--- config.mk ---
export PLATFORM = sky130hd
export DESIGN_NAME = lgc_global_ctrl
export DESIGN_NICKNAME = d
export VERILOG_FILES = /design/src/verilog/lgc_pkg.sv /design/src/verilog/lgc_global_ctrl.sv
export SDC_FILE = /design/constraint.sdc
export NUM_CORES = 1
export LEC_CHECK = 0
export BUFFER_PORTS_ARGS = -buffer_cell sky130_fd_sc_hd__buf_2
export CELL_PAD_IN_SITES_DETAIL_PLACEMENT = 1
export CELL_PAD_IN_SITES_GLOBAL_PLACEMENT = 2
export CORE_MARGIN = 4
export CORE_UTILIZATION = 31
export CTS_CLUSTER_SIZE = 16
export DETAILED_ROUTE_END_ITERATION = 16
export PLACE_DENSITY = 0.85
export RECOVER_POWER = 50
export SYNTH_ARGS = -nofsm -noshare
export SYNTH_HDL_FRONTEND = slang
export SYNTH_SLANG_ARGS = --single-unit
--- constraint.sdc ---
create_clock -name clk -period 3 [get_ports clk]
set_clock_uncertainty 0.2 [all_clocks]
set_input_delay 0.75 -clock clk [delete_from_list [all_inputs] [get_ports clk]]
set_output_delay 0.75 -clock clk [all_outputs]
set_load 0.01 [all_outputs]
--- src/verilog/lgc_pkg.sv ---
package lgc_pkg;
  // global register offsets
  localparam logic [7:0] SOFT_RESET_ADDR = 8'h20;
  localparam logic [7:0] GCFG0_ADDR      = 8'h40;
  localparam logic [7:0] GCFG1_ADDR      = 8'h60;
  localparam logic [7:0] CH_INT_SRC_ADDR = 8'h80;
  localparam logic [7:0] PIN_CTRL_ADDR   = 8'ha0;
  // channel event status, clear and enable
  localparam logic [7:0] EVT_STATUS_ADDR = 8'h1b;
  localparam logic [7:0] EVT_CLEAR_ADDR  = 8'h1c;
  localparam logic [7:0] EVT_ENABLE_ADDR = 8'h1d;

  // per-channel register window inside each 32-byte slot
  localparam logic [4:0] CH_REG_FIRST = 5'h01;
  localparam logic [4:0] CH_REG_LAST  = 5'h1a;

  // global_config_0 fields
  localparam int LINE_STD_BIT  = 4;
  localparam int COPY_BIT      = 3;
  localparam int GINT_DIS_BIT  = 2;
  localparam int PIN_STYLE_LSB = 0;
  // global_config_1 field
  localparam int MON_LSB       = 4;
  // general_pin_control fields
  localparam int PIN1_VAL_BIT  = 3;
  localparam int PIN0_VAL_BIT  = 2;
  localparam int PIN1_DIR_BIT  = 1;
  localparam int PIN0_DIR_BIT  = 0;

  // reset values
  localparam logic       LINE_STD_RST   = 1'h0;
  localparam logic       COPY_RST       = 1'h0;
  localparam logic       GINT_DIS_RST   = 1'h1;
  localparam logic [1:0] PIN_STYLE_RST  = 2'h0;
  localparam logic [3:0] MON_RST        = 4'h0;
  localparam logic [7:0] CH_INT_RST     = 8'h00;
  localparam logic [1:0] PIN_VAL_RST    = 2'h0;
  localparam logic [1:0] PIN_OE_RST     = 2'h0;
  localparam logic [7:0] EVT_ENABLE_RST = 8'hff;

  // interrupt pin styles; any even code is open drain active low
  localparam logic [1:0] PIN_STYLE_PP_LOW  = 2'h1;
  localparam logic [1:0] PIN_STYLE_PP_HIGH = 2'h3;
endpackage
--- src/verilog/lgc_global_ctrl.sv ---
// Added by the designer: the strobed register port.
`timescale 1ns/1ps
// Overview of operation
// - any reset-register write restores all defaults
// - config0 bit4 picks E1 or T1/J1
// - copy bit broadcasts channel writes to all
// - global disable bit blocks all interrupts
// - two-bit field sets interrupt pin style
// - config1 bits7-4 choose monitored channel
// - indication bit n shows channel n+1 interrupt
// - output pin drives its level bit
// - input pin level reads back in bit
// - direction bits: 0 output, 1 input
module lgc_global_ctrl (
  input  wire logic       clk,
  input  wire logic       rst,
  input  wire logic [7:0] reg_addr,
  input  wire logic [7:0] reg_wdata,
  input  wire logic       reg_wr,
  input  wire logic       reg_rd,
  output logic      [7:0] reg_rdata_q,
  input  wire logic [7:0] ch_irq_in,
  output logic      [7:0] ch_wr_en_q,
  output logic      [4:0] ch_wr_offset_q,
  output logic      [7:0] ch_wr_data_q,
  output logic            sw_reset_q,
  output logic            line_standard_select_q,
  output logic      [3:0] monitor_select_q,
  output logic      [7:0] channel_interrupt_flags_q,
  output logic            irq_pin_out_q,
  output logic            irq_pin_oe_q,
  input  wire logic [1:0] general_pin_in,
  output logic      [1:0] general_pin_out_q,
  output logic      [1:0] general_pin_oe_q
);

  // address decode
  logic [4:0] offset;
  logic [2:0] ch_idx;
  logic       ch_reg_hit;
  logic       soft_reset_wr;
  assign offset        = reg_addr[4:0];
  assign ch_idx        = reg_addr[7:5];
  assign ch_reg_hit    = (offset >= lgc_pkg::CH_REG_FIRST) && (offset <= lgc_pkg::CH_REG_LAST);
  assign soft_reset_wr = reg_wr && (reg_addr == lgc_pkg::SOFT_RESET_ADDR);

  // register state
  logic       copy_q, copy_d;
  logic       gint_dis_q, gint_dis_d;
  logic [1:0] pin_style_q, pin_style_d;
  logic       line_std_d;
  logic [3:0] mon_d;
  logic [1:0] pin_val_d, pin_oe_d;
  logic [7:0] evt_status_q, evt_status_d;
  logic [7:0] evt_enable_q, evt_enable_d;
  logic [7:0] ch_int_d;
  logic [7:0] irq_prev_q;
  logic [7:0] rdata_d;
  logic [7:0] ch_wr_en_d;
  logic       irq_active;
  logic       irq_out_d, irq_oe_d;
  logic [1:0] gp_sync1_q, gp_sync2_q;
  logic [7:0] ch_rise;

  assign ch_rise = ch_irq_in & ~irq_prev_q;

  // next values of the software-visible registers
  always_comb begin
    line_std_d   = line_standard_select_q;
    copy_d       = copy_q;
    gint_dis_d   = gint_dis_q;
    pin_style_d  = pin_style_q;
    mon_d        = monitor_select_q;
    pin_val_d    = general_pin_out_q;
    pin_oe_d     = general_pin_oe_q;
    evt_enable_d = evt_enable_q;
    // set wins over clear so a rising edge in the clear cycle survives
    evt_status_d = evt_status_q;
    if (reg_wr && reg_addr == lgc_pkg::EVT_CLEAR_ADDR) begin
      evt_status_d = evt_status_q & ~reg_wdata;
    end
    evt_status_d = evt_status_d | ch_rise;
    ch_int_d     = ch_irq_in;
    if (reg_wr) begin
      case (reg_addr)
        lgc_pkg::GCFG0_ADDR: begin
          line_std_d  = reg_wdata[lgc_pkg::LINE_STD_BIT];
          copy_d      = reg_wdata[lgc_pkg::COPY_BIT];
          gint_dis_d  = reg_wdata[lgc_pkg::GINT_DIS_BIT];
          pin_style_d = reg_wdata[lgc_pkg::PIN_STYLE_LSB +: 2];
        end
        lgc_pkg::GCFG1_ADDR: begin
          mon_d = reg_wdata[lgc_pkg::MON_LSB +: 4];
        end
        lgc_pkg::PIN_CTRL_ADDR: begin
          pin_val_d = {reg_wdata[lgc_pkg::PIN1_VAL_BIT], reg_wdata[lgc_pkg::PIN0_VAL_BIT]};
          // direction 0 means output, so enable is the inverse
          pin_oe_d  = ~{reg_wdata[lgc_pkg::PIN1_DIR_BIT], reg_wdata[lgc_pkg::PIN0_DIR_BIT]};
        end
        lgc_pkg::EVT_ENABLE_ADDR: begin
          evt_enable_d = reg_wdata;
        end
        default: begin
        end
      endcase
    end
    // software reset overrides everything else
    if (soft_reset_wr) begin
      line_std_d   = lgc_pkg::LINE_STD_RST;
      copy_d       = lgc_pkg::COPY_RST;
      gint_dis_d   = lgc_pkg::GINT_DIS_RST;
      pin_style_d  = lgc_pkg::PIN_STYLE_RST;
      mon_d        = lgc_pkg::MON_RST;
      pin_val_d    = lgc_pkg::PIN_VAL_RST;
      pin_oe_d     = lgc_pkg::PIN_OE_RST;
      evt_enable_d = lgc_pkg::EVT_ENABLE_RST;
      evt_status_d = 8'h00;
      ch_int_d     = lgc_pkg::CH_INT_RST;
    end
  end

  // per-channel write forwarding; globals never broadcast
  always_comb begin
    ch_wr_en_d = 8'h00;
    if (reg_wr && ch_reg_hit && !soft_reset_wr) begin
      if (copy_q) begin
        ch_wr_en_d = 8'hff;
      end else begin
        ch_wr_en_d = 8'h01 << ch_idx;
      end
    end
  end

  // interrupt pin from next state so the pin lines up with the registers
  always_comb begin
    irq_active = (|(evt_status_d & evt_enable_d)) && !gint_dis_d;
    irq_out_d  = 1'b0;
    irq_oe_d   = irq_active;
    if (pin_style_d == lgc_pkg::PIN_STYLE_PP_LOW) begin
      irq_out_d = !irq_active;
      irq_oe_d  = 1'b1;
    end else if (pin_style_d == lgc_pkg::PIN_STYLE_PP_HIGH) begin
      irq_out_d = irq_active;
      irq_oe_d  = 1'b1;
    end
  end

  // read mux; data stands only in the cycle after the strobe
  always_comb begin
    rdata_d = 8'h00;
    if (reg_rd) begin
      case (reg_addr)
        lgc_pkg::GCFG0_ADDR: begin
          rdata_d[lgc_pkg::LINE_STD_BIT]        = line_standard_select_q;
          rdata_d[lgc_pkg::COPY_BIT]            = copy_q;
          rdata_d[lgc_pkg::GINT_DIS_BIT]        = gint_dis_q;
          rdata_d[lgc_pkg::PIN_STYLE_LSB +: 2]  = pin_style_q;
        end
        lgc_pkg::GCFG1_ADDR: begin
          rdata_d[lgc_pkg::MON_LSB +: 4] = monitor_select_q;
        end
        lgc_pkg::CH_INT_SRC_ADDR: begin
          rdata_d = channel_interrupt_flags_q;
        end
        lgc_pkg::PIN_CTRL_ADDR: begin
          // input pins read the synchronised pin level
          rdata_d[lgc_pkg::PIN1_VAL_BIT] = general_pin_oe_q[1] ? general_pin_out_q[1]
                                                               : gp_sync2_q[1];
          rdata_d[lgc_pkg::PIN0_VAL_BIT] = general_pin_oe_q[0] ? general_pin_out_q[0]
                                                               : gp_sync2_q[0];
          rdata_d[lgc_pkg::PIN1_DIR_BIT] = !general_pin_oe_q[1];
          rdata_d[lgc_pkg::PIN0_DIR_BIT] = !general_pin_oe_q[0];
        end
        lgc_pkg::EVT_STATUS_ADDR: begin
          rdata_d = evt_status_q;
        end
        lgc_pkg::EVT_ENABLE_ADDR: begin
          rdata_d = evt_enable_q;
        end
        default: begin
          rdata_d = 8'h00; // unmapped and write-only read zero
        end
      endcase
    end
  end

  // register everything
  always_ff @(posedge clk or posedge rst) begin
    if (rst) begin
      line_standard_select_q    <= lgc_pkg::LINE_STD_RST;
      copy_q                    <= lgc_pkg::COPY_RST;
      gint_dis_q                <= lgc_pkg::GINT_DIS_RST;
      pin_style_q               <= lgc_pkg::PIN_STYLE_RST;
      monitor_select_q          <= lgc_pkg::MON_RST;
      general_pin_out_q         <= lgc_pkg::PIN_VAL_RST;
      general_pin_oe_q          <= lgc_pkg::PIN_OE_RST;
      evt_status_q              <= 8'h00;
      evt_enable_q              <= lgc_pkg::EVT_ENABLE_RST;
      channel_interrupt_flags_q <= lgc_pkg::CH_INT_RST;
      irq_prev_q                <= 8'h00;
      reg_rdata_q               <= 8'h00;
      ch_wr_en_q                <= 8'h00;
      ch_wr_offset_q            <= 5'h00;
      ch_wr_data_q              <= 8'h00;
      sw_reset_q                <= 1'b0;
      irq_pin_out_q             <= 1'b0;
      irq_pin_oe_q              <= 1'b0;
      gp_sync1_q                <= 2'h0;
      gp_sync2_q                <= 2'h0;
    end else begin
      line_standard_select_q    <= line_std_d;
      copy_q                    <= copy_d;
      gint_dis_q                <= gint_dis_d;
      pin_style_q               <= pin_style_d;
      monitor_select_q          <= mon_d;
      general_pin_out_q         <= pin_val_d;
      general_pin_oe_q          <= pin_oe_d;
      evt_status_q              <= evt_status_d;
      evt_enable_q              <= evt_enable_d;
      channel_interrupt_flags_q <= ch_int_d;
      irq_prev_q                <= ch_irq_in;
      reg_rdata_q               <= rdata_d;
      ch_wr_en_q                <= ch_wr_en_d;
      ch_wr_offset_q            <= offset;
      ch_wr_data_q              <= reg_wdata;
      sw_reset_q                <= soft_reset_wr;
      irq_pin_out_q             <= irq_out_d;
      irq_pin_oe_q              <= irq_oe_d;
      gp_sync1_q                <= general_pin_in;
      gp_sync2_q                <= gp_sync1_q;
    end
  end
endmodule

* After elaboration in Yosys (flattened, before gate mapping)
Index checks and enable logic that the tools add are counted.
** Word-level totals
- Flip-flop bits (word level) :: 81
- Output and inout port bits :: 49
** Operators by class
- $lt $le $gt $ge :: 2
- Equal/unequal tests :: 10
- Shift-type cells :: 1
- Multiplexer cells :: 39
- Bitwise logic cells :: 7
- Reduce and logical (&&, ||, !) cells :: 19
** Operators with widths (count)
- $mux 8 :: 9
- $and 8x8->8 :: 3
- $eq 8x5->1 const B :: 3
- $pmux 4 s5 :: 1
- $mux 2 :: 9
- $eq 8x7->1 const B :: 2
- $eq 8x8->1 const B :: 2
- $not 8->8 :: 2
- $mux 1 :: 15
- $mux 4 :: 3
- $pmux 3 s4 :: 1
- $eq 8x6->1 const B :: 1
- $or 8x8->8 :: 1
- $reduce_bool 2->1 :: 4
- $reduce_or 8->1 :: 1
- $shl 1x3->8 const A :: 1
- $logic_and 1x1->1 :: 6
- $reduce_and 2->1 :: 3
- $ge 5x1->1 const B :: 1
- $le 5x5->1 const B :: 1
- $logic_not 1->1 :: 5
- $pmux 1 s5 :: 1
- $eq 2x1->1 const B :: 1
- $eq 2x2->1 const B :: 1
- $not 2->2 :: 1

* Longest topological paths before layout
Gate-level depths: netlist of run 1.
- Word-level depth :: 10
- Depth in mapped cells :: 10
- Mapped depth without buffers :: 7

* Least setup slack after synthesis of run 1
OpenSTA, ideal clock, no wires.
- Kind :: input -> register
- From :: in reg_addr[5]
- To :: reg irq_pin_oe_q
- Library setup time :: 124 ps
- Arrival :: 2659 ps
- Required time :: 2676 ps
- Slack :: 17 ps
- Stages :: 7
- Buffers on the path :: 1
- Cell sequence :: buf_4 or4b_4 o41ai_1 a221oi_2 a2111oi_4 a31oi_1 or2_1
** Between the ends
- Word-level cells in the longest chain between the ends :: 10
- Elaborated cells on any way between the ends :: 26
- Classes of those cells :: eq/ne: 6; mux: 13; bitwise: 2; reduce/logical: 5
** Ends and longest elaborated chain
- start, declared :: RTL line lgc_global_ctrl.sv:17 : input wire logic [7:0] reg_addr,
- $eq 8x5->1 :: RTL line lgc_global_ctrl.sv:79 : if (reg_wr && reg_addr == lgc_pkg::EVT_CLEAR_ADDR) begin
- $logic_and 1x1->1 :: RTL line lgc_global_ctrl.sv:79
- $mux 8 :: RTL line lgc_global_ctrl.sv:79
- $or 8x8->8 :: RTL line lgc_global_ctrl.sv:82 : evt_status_d = evt_status_d | ch_rise;
- $mux 8 :: RTL line lgc_global_ctrl.sv:108 : if (soft_reset_wr) begin
- $and 8x8->8 :: RTL line lgc_global_ctrl.sv:136 : irq_active = (|(evt_status_d & evt_enable_d)) && !gint_dis_d;
- $reduce_or 8->1 :: RTL line lgc_global_ctrl.sv:136
- $logic_and 1x1->1 :: RTL line lgc_global_ctrl.sv:136
- $mux 1 :: RTL line lgc_global_ctrl.sv:142 : end else if (pin_style_d == lgc_pkg::PIN_STYLE_PP_HIGH) begin
- $mux 1 (*) :: RTL line lgc_global_ctrl.sv:139 : if (pin_style_d == lgc_pkg::PIN_STYLE_PP_LOW) begin
- named net irq_oe_d :: RTL line lgc_global_ctrl.sv:61 : logic irq_out_d, irq_oe_d;
- end signal, assigned :: RTL line lgc_global_ctrl.sv:228 : irq_pin_oe_q <= irq_oe_d;
- end, declared :: RTL line lgc_global_ctrl.sv:31 : output logic irq_pin_oe_q,
The timed path passes the listed nets; every way through them passes the cells marked *.
A chain may end at the register's enable or synchronous reset.

* Final worst setup path of run 1
Same ends and word-level chain as after synthesis.

==> summary.txt, run 1 <==
Run status
  – Outcome: finished clean

Global route
  – Total GRT Usage: 15.9%
  – Largest net degree at the start of global routing: 53
  – Initial antenna violation count: 0
  – First-pass GRT wire length: 15.6 mm
  – Total grt overflow: 0
  – Vias in the first global route: 2886

Placed design
  – Port bufs: 78
  – Placed Cells: 518
  – Placer Congestion: 0.808
  – Area after DPL: 4080 um^2
  – HPWL after DPL: 7.14 mm

Logic synthesis
  – Synth top area share: 54.6%
  – FFs w/ async S/R, synth: 100%
  – Mapped Area: 3300 um^2
  – Netlist cell types: 49
  – Main synth FF type: dfrtp_1
  – Avg Inst Size Synth: 11.8 um^2
  – Mapped Cells: 280
  – Flops & latches, synth: 81
  – Sequential area share after synthesis: 61.7%
  – Commonest cells post-synth: dfrtp_1, nand2_1, nor2_1
  – EDFF count, synth: 0
  – Yosys top cell by area: dfrtp_1
  – YS warnings: 0
  – Most frequent cell after synthesis: dfrtp_1
  – Syn_nets: 310
  – Synth top area cells: dfrtp_1, dfstp_2, nand2_1, a21oi_1, nand2b_1

Setup path
  – CP Data Required Time: 3050 ps
  – CP Class: in2reg
  – FF-to-FF path depth: 5
  – CP endpoint kind: flip-flop
  – Startpoint Class: primary input
  – FF-to-FF setup slack: 1070 ps
  – R2R Path End: irq_pin_out_q
  – Worst Path Max Fanout: 4
  – Worst R2R Start: evt_enable_q[0]
  – Crit path DAT: 2860 ps

Finish
  – Footprint of the multi-input gates: 1130 um^2
  – Final instance area: 4230 um^2
  – Fillers: 1218
  – Final Instance Count excl. Fillers: 534
  – Diodes inserted: 0
  – Fin nets: 423
  – Area grow syn2layout: 28.0%
  – Register area: 2040 um^2
  – Layout cells sized above 1: 32.9%

Route
  – Drt via density: 5.09
  – Residual DRC: 0
  – Met3 wire length: 565 um
  – WL final: 9.59 mm
  – Top sig layer: met4
  – Via count: 2716
  – DRT met1 WL: 4.28 mm
  – Wirelength per Cell: 18.0 um
  – Met2 Routed Length: 4.60 mm
  – Iteration-0 DRC Markers: 157
  – DRT antenna net count: 0
  – DRT Pass-1 Iters: 4

Clock network
  – # hold bufs at CTS: 0
  – Worst skew pair latency: 360 ps
  – CTS Sinks: 81
  – Post-CTS Setup Bufs: 0
  – Clock root cell: clkbuf_8
  – Clock buffer depth: 2
  – Num CTS Buffers: 9
  – H-tree levels: 3
  – TritonCTS clock tree: yes
  – Post_cts resized: 0
  – Clock slew seen by the registers of the worst setup and hold paths: 90 ps

Min path
  – Hold Path Stages: 0
  – Worst Hold Path EP: gp_sync2_q[1]
  – Hold Path Class: reg2reg
  – Worst hold start: gp_sync1_q[1]

Timing
  – Final hold viol count: 0
  – Fmax: 0.356 GHz
  – Clock period minus worst slack: 2810 ps
  – Final setup vio count: 0
  – Final worst path period share: 93.8%
  – RSZ-0062 raised after global routing: no
  – Slew Limit Headroom: 2.56%
  – Tightest Pin Transition: 1460 ps
  – Slew Limit Fails: 0

Floorplanning
  – Row cnt: 37
  – Die area: 12400 um^2
  – Core box area: 10400 um^2
  – Die X: 111 um
  – Ports: 79
  – Initial core utilization: 31.8%
  – Die H: 111 um

Power
  – Pleak: 1.94 nW
  – Total power per unit cell area: 516 nW/um^2
  – Power Total: 2.18 mW
  – Maximum vdd drop: 0.257 mV

Job
  – Max_cap viols: 0
metal layers:
layer  track usage, %  vias up
li1                 -     1247
met1             21.3     1368
met2             25.4       90
met3             4.15       11
met4             5.03        0
met5                0        -
worst max-delay path, cell delays in order:
cell	delay (ps)
buf_2	120
or4b_4	570
buf_4	170
o41ai_1	390
a221oi_1	230
a2111oi_4	230
a31oi_1	160
or2_1	230
area by class of cell:
cell class / instances / share of cell area, %
Sequential cell: 81 / 48.2
Multi-Input combinational cell: 171 / 26.7
Timing Repair Buffer: 115 / 15.3
Tap cell: 136 / 4.03
Clock buffer: 9 / 2.93
Clock inverter: 7 / 1.42
Inverter: 15 / 1.39
where the power goes:
part,total [mW],internal [mW],switching (mW)
logic,0.242,0.100,0.142
clock network,0.753,0.315,0.438
registers,1.19,1.16,0.0278
state kept, by name, summed over array words and instances, names as in the netlist, 4 cells and up:
signal / cells
ch_wr_data_q: 8
ch_wr_en_q: 8
ch_wr_offset_q: 5
channel_interrupt_flags_q: 8
evt_enable_q: 8
evt_status_q: 8
irq_prev_q: 8
monitor_select_q: 4
reg_rdata_q: 8
stage by stage:
| stage | TNS (ps) | setup WS, ps | util (%) | hold WS [ps] |
|---|---|---|---|---|
| after floorplan | 0 | 16.5 | - | 131 |
| after global placement | -65.0 | -61.4 | 39.3 | 138 |
| after detailed placement | -227 | -155 | 39.3 | 139 |
| after CTS | 0 | 219 | 41.1 | 160 |
| after global routing | 0 | 42.6 | 40.7 | 174 |
| final | 0 | 187 | 40.7 | 156 |
how the worst max path moves through the flow:
stage | from | to
after floorplan | reg_addr[5] | irq_pin_oe_q
after global placement | reg_addr[2] | irq_pin_oe_q
after detailed placement | reg_addr[5] | irq_pin_oe_q
after CTS | reg_addr[5] | irq_pin_oe_q
after global routing | reg_addr[5] | irq_pin_oe_q
final | reg_addr[5] | irq_pin_oe_q
cells in the final DEF, fill, tap and decap left out, drive strengths merged, types with 3 or more instances in the layout:
cell,netlist,final
a21oi,14,14
a221o,3,3
a221oi,3,3
a222oi,4,4
a22oi,9,9
a31oi,8,8
and2,10,10
buf,9,95
clkbuf,4,29
clkinvlp,0,4
dfrtp,72,72
dfstp,9,9
inv,14,17
mux2i,5,5
nand2,19,19
nand2b,11,11
nand3,11,11
nand4,4,4
nor2,17,17
nor2b,5,5
nor3,5,5
o21ai,9,9
o31ai,4,4
o41ai,4,4
logic make-up after synthesis:
group / synth area share, %
multiplexers: 2.20
buffers and inverters: 4.13
AND/OR/NAND/NOR: 16.6
flip-flops: 61.7
AO/OA/AOI/OAI: 15.4
(Power assumes the default switching activity.)
==> inputs of run 2 (changes only) <==
--- a/config.mk
+++ b/config.mk
@@ -9,10 +9,11 @@
 export CELL_PAD_IN_SITES_DETAIL_PLACEMENT = 1
 export CELL_PAD_IN_SITES_GLOBAL_PLACEMENT = 2
 export CORE_MARGIN = 4
-export CORE_UTILIZATION = 31
+export CORE_UTILIZATION = 32
+export CTS_BUF_LIST = sky130_fd_sc_hd__clkbuf_4 sky130_fd_sc_hd__clkbuf_8
 export CTS_CLUSTER_SIZE = 16
 export DETAILED_ROUTE_END_ITERATION = 16
-export PLACE_DENSITY = 0.85
+export PLACE_DENSITY = 0.87
 export RECOVER_POWER = 50
 export SYNTH_ARGS = -nofsm -noshare
 export SYNTH_HDL_FRONTEND = slang
==> run 2 against run 1 <==
Effect of this change: sequential power hardly changed; non-clock buffer count grew 1; sequential share of layout area decreased by 0.19 points; fmax is 0.80% higher; worst hold slack lost 0.85 ps; wire length fell by 0.58%; via count is 0.55% lower; critical path depth did not move; final cell count shrank 0.37%; highest routed layer unchanged.
==> summary.txt, run 2 (synthesized netlist as in run 1, its figures left out) <==
Power
  – Combinational group share of total power: 10.9% (-0.2 points)
  – Sw power: 0.594 mW (-2.3%)
  – Clk network pwr share: 36.4% (+1.9 points)
  – Sw Share: 26.4% (-1.4 points)
  – Maximum vdd drop: 0.251 mV (-2.4%)
  – Total power per unit cell area: 530 nW/um^2 (+2.7%)
  – Pleak: 1.97 nW (+1.6%)
  – Sequential Power Share: 52.8% (-1.6 points)
  – Cell-internal power: 1.65 mW (+5.1%)

Floorplanning
  – Ports: 79 (unchanged)
  – Initial core utilization: 33.3% (+1.5 points)
  – Row cnt: 36 (-2.7%)
  – Die X: 110 um (-1.5%)
  – Die area: 12000 um^2 (-2.9%)
  – Die H: 110 um (-1.5%)
  – Core box area: 9910 um^2 (-4.4%)

Route
  – DRT antenna net count: 0 (unchanged)
  – DRT Pass-1 Iters: 4 (unchanged)
  – WL final: 9.53 mm (-0.58%)
  – Drt via density: 5.08 (-0.18%)
  – Wirelength per Cell: 17.9 um (-0.21%)
  – Iteration-0 DRC Markers: 132 (-16%)
  – Via count: 2701 (-0.55%)
  – Residual DRC: 0 (unchanged)

Finish
  – Diodes inserted: 0 (unchanged)
  – Fin nets: 424 (+0.24%)
  – Commonest cells after routing, fill and taps aside: dfrtp_1, buf_2, buf_4
  – Area grow syn2layout: 28.5%
  – Layout cells sized above 1: 33.1% (+0.17 points)
  – Most common cell after layout, fill and taps aside: dfrtp_1
  – Final Instance Count excl. Fillers: 532 (-0.37%)

Global route
  – Met1 Track Usage GR: 22.5% (+1.1 points)
  – Vias in the first global route: 2880 (-0.21%)
  – First-pass GRT wire length: 15.5 mm (-0.66%)
  – Total grt overflow: 0 (unchanged)
  – Grt met3 use: 3.82% (-0.33 points)
  – Initial antenna violation count: 0 (unchanged)
  – Grt met2 use: 28.0% (+2.7 points)
  – Largest net degree at the start of global routing: 31 (-42%)
  – Most used routing layer: met2
  – Total GRT Usage: 17.1% (+1.1 points)

Placed design
  – HPWL after DPL: 7.12 mm (-0.21%)
  – Port bufs: 78 (unchanged)
  – Placer Congestion: 0.843 (+4.4%)
  – Placed Cells: 516 (-0.39%)

Setup path
  – Crit path DAT: 2840 ps (-20 ps)
  – R2R Path End: irq_pin_out_q
  – FF-to-FF setup slack: 1100 ps (+30 ps)
  – CP Data Required Time: 3050 ps (about the same)
  – Crit path from: reg_addr[5]
  – Worst R2R Start: evt_enable_q[0]
  – Startpoint Class: primary input
  – Worst Path Max Fanout: 4 (unchanged)
  – Worst setup endpoint: irq_pin_oe_q
  – FF-to-FF path depth: 5 (unchanged)
  – CP endpoint kind: flip-flop
  – CP Class: in2reg

Timing
  – Slew Limit Headroom: 14.7% (+12 points)
  – Slew Limit Fails: 0 (unchanged)
  – RSZ-0062 raised after global routing: no
  – Final hold viol count: 0 (unchanged)
  – Final setup vio count: 0 (unchanged)
  – Final worst path period share: 93.0% (-0.75 points)
  – Tightest Pin Transition: 1270 ps (-190 ps)
  – Hold WS: 155 ps (-0.845 ps)
  – Clock period minus worst slack: 2790 ps (-22.4 ps)
  – Fmax: 0.358 GHz (+0.80%)

Clock network
  – Worst skew pair latency: 350 ps (about the same)
  – Clock slew seen by the registers of the worst setup and hold paths: 90 ps (about the same)
  – CTS Sinks: 81 (unchanged)
  – Clock buffer depth: 2 (unchanged)
  – Clock root cell: clkbuf_8
  – H-tree levels: 3 (unchanged)
  – Post_cts resized: 0 (unchanged)
  – Post-CTS Setup Bufs: 0 (unchanged)
  – # hold bufs at CTS: 0 (unchanged)
  – TritonCTS clock tree: yes
  – Num CTS Buffers: 9 (unchanged)

Min path
  – Hold Path Class: reg2reg

Job
  – Max_cap viols: 0 (unchanged)

Run status
  – Outcome: finished clean
-- run 2: per-layer routing --
layer | routed length (um) | vias to the layer above
met3 | 565 | 9
met2 | 4740 | 83
met4 | 92 | 0
met5 | 0 | -
met1 | 4140 | 1366
li1 | - | 1243
-- run 2: layout make-up --
class	instances	area [um^2]
fill	1145	5670
sequential	81	2040
multi-input combinational	171	1130
timing repair buffer	116	651
tap	133	166
clock buffer	9	124
clock inverter	7	76.3
inverter	15	58.8
-- run 2: how the worst min path moves through the flow --
| stage | start | end | slack [ps] | depth (start not counted) |
|---|---|---|---|---|
| 3_5_place_dp | gp_sync1_q[1] | gp_sync2_q[1] | 140 | 0 |
| 5_1_grt | gp_sync1_q[1] | gp_sync2_q[1] | 170 | 0 |
| 3_3_place_gp | gp_sync1_q[1] | gp_sync2_q[1] | 140 | 0 |
| 2_1_floorplan | gp_sync1_q[0] | gp_sync2_q[0] | 130 | 0 |
| 4_1_cts | gp_sync1_q[1] | gp_sync2_q[1] | 160 | 0 |
| 6_report | gp_sync1_q[1] | gp_sync2_q[1] | 160 | 0 |
-- run 2: worst max-delay path, cell delays in order --
cell	delay (ps)
buf_2	120
or4b_4	580
buf_4	160
o41ai_1	390
a221oi_1	230
a2111oi_4	220
a31oi_1	150
or2_1	230
-- run 2: through the flow --
step / setup slack (ps) / total power, mW / cell area [um^2] / TNS, ps / util (%)
floorplan: 16.5 / 1.34 / 3310 / 0 / -
global placement: -67.8 / 1.45 / 4090 / -67.8 / 41.3
detailed placement: -138 / 1.46 / 4090 / -187 / 41.3
CTS: 235 / 2.28 / 4290 / 0 / 43.3
global route: 89.3 / 2.37 / 4240 / 0 / 42.8
finish: 210 / 2.25 / 4240 / 0 / 42.8
-- run 2: power by group through the flow --
| stage | combinational, mW | sequential (mW) | clock, mW |
|---|---|---|---|
| after floorplan | 0.123 | 1.21 | 0 |
| after global placement | 0.249 | 1.21 | 0 |
| after detailed placement | 0.256 | 1.21 | 0 |
| after CTS | 0.258 | 1.19 | 0.838 |
| after global routing | 0.273 | 1.19 | 0.899 |
| final | 0.244 | 1.19 | 0.817 |
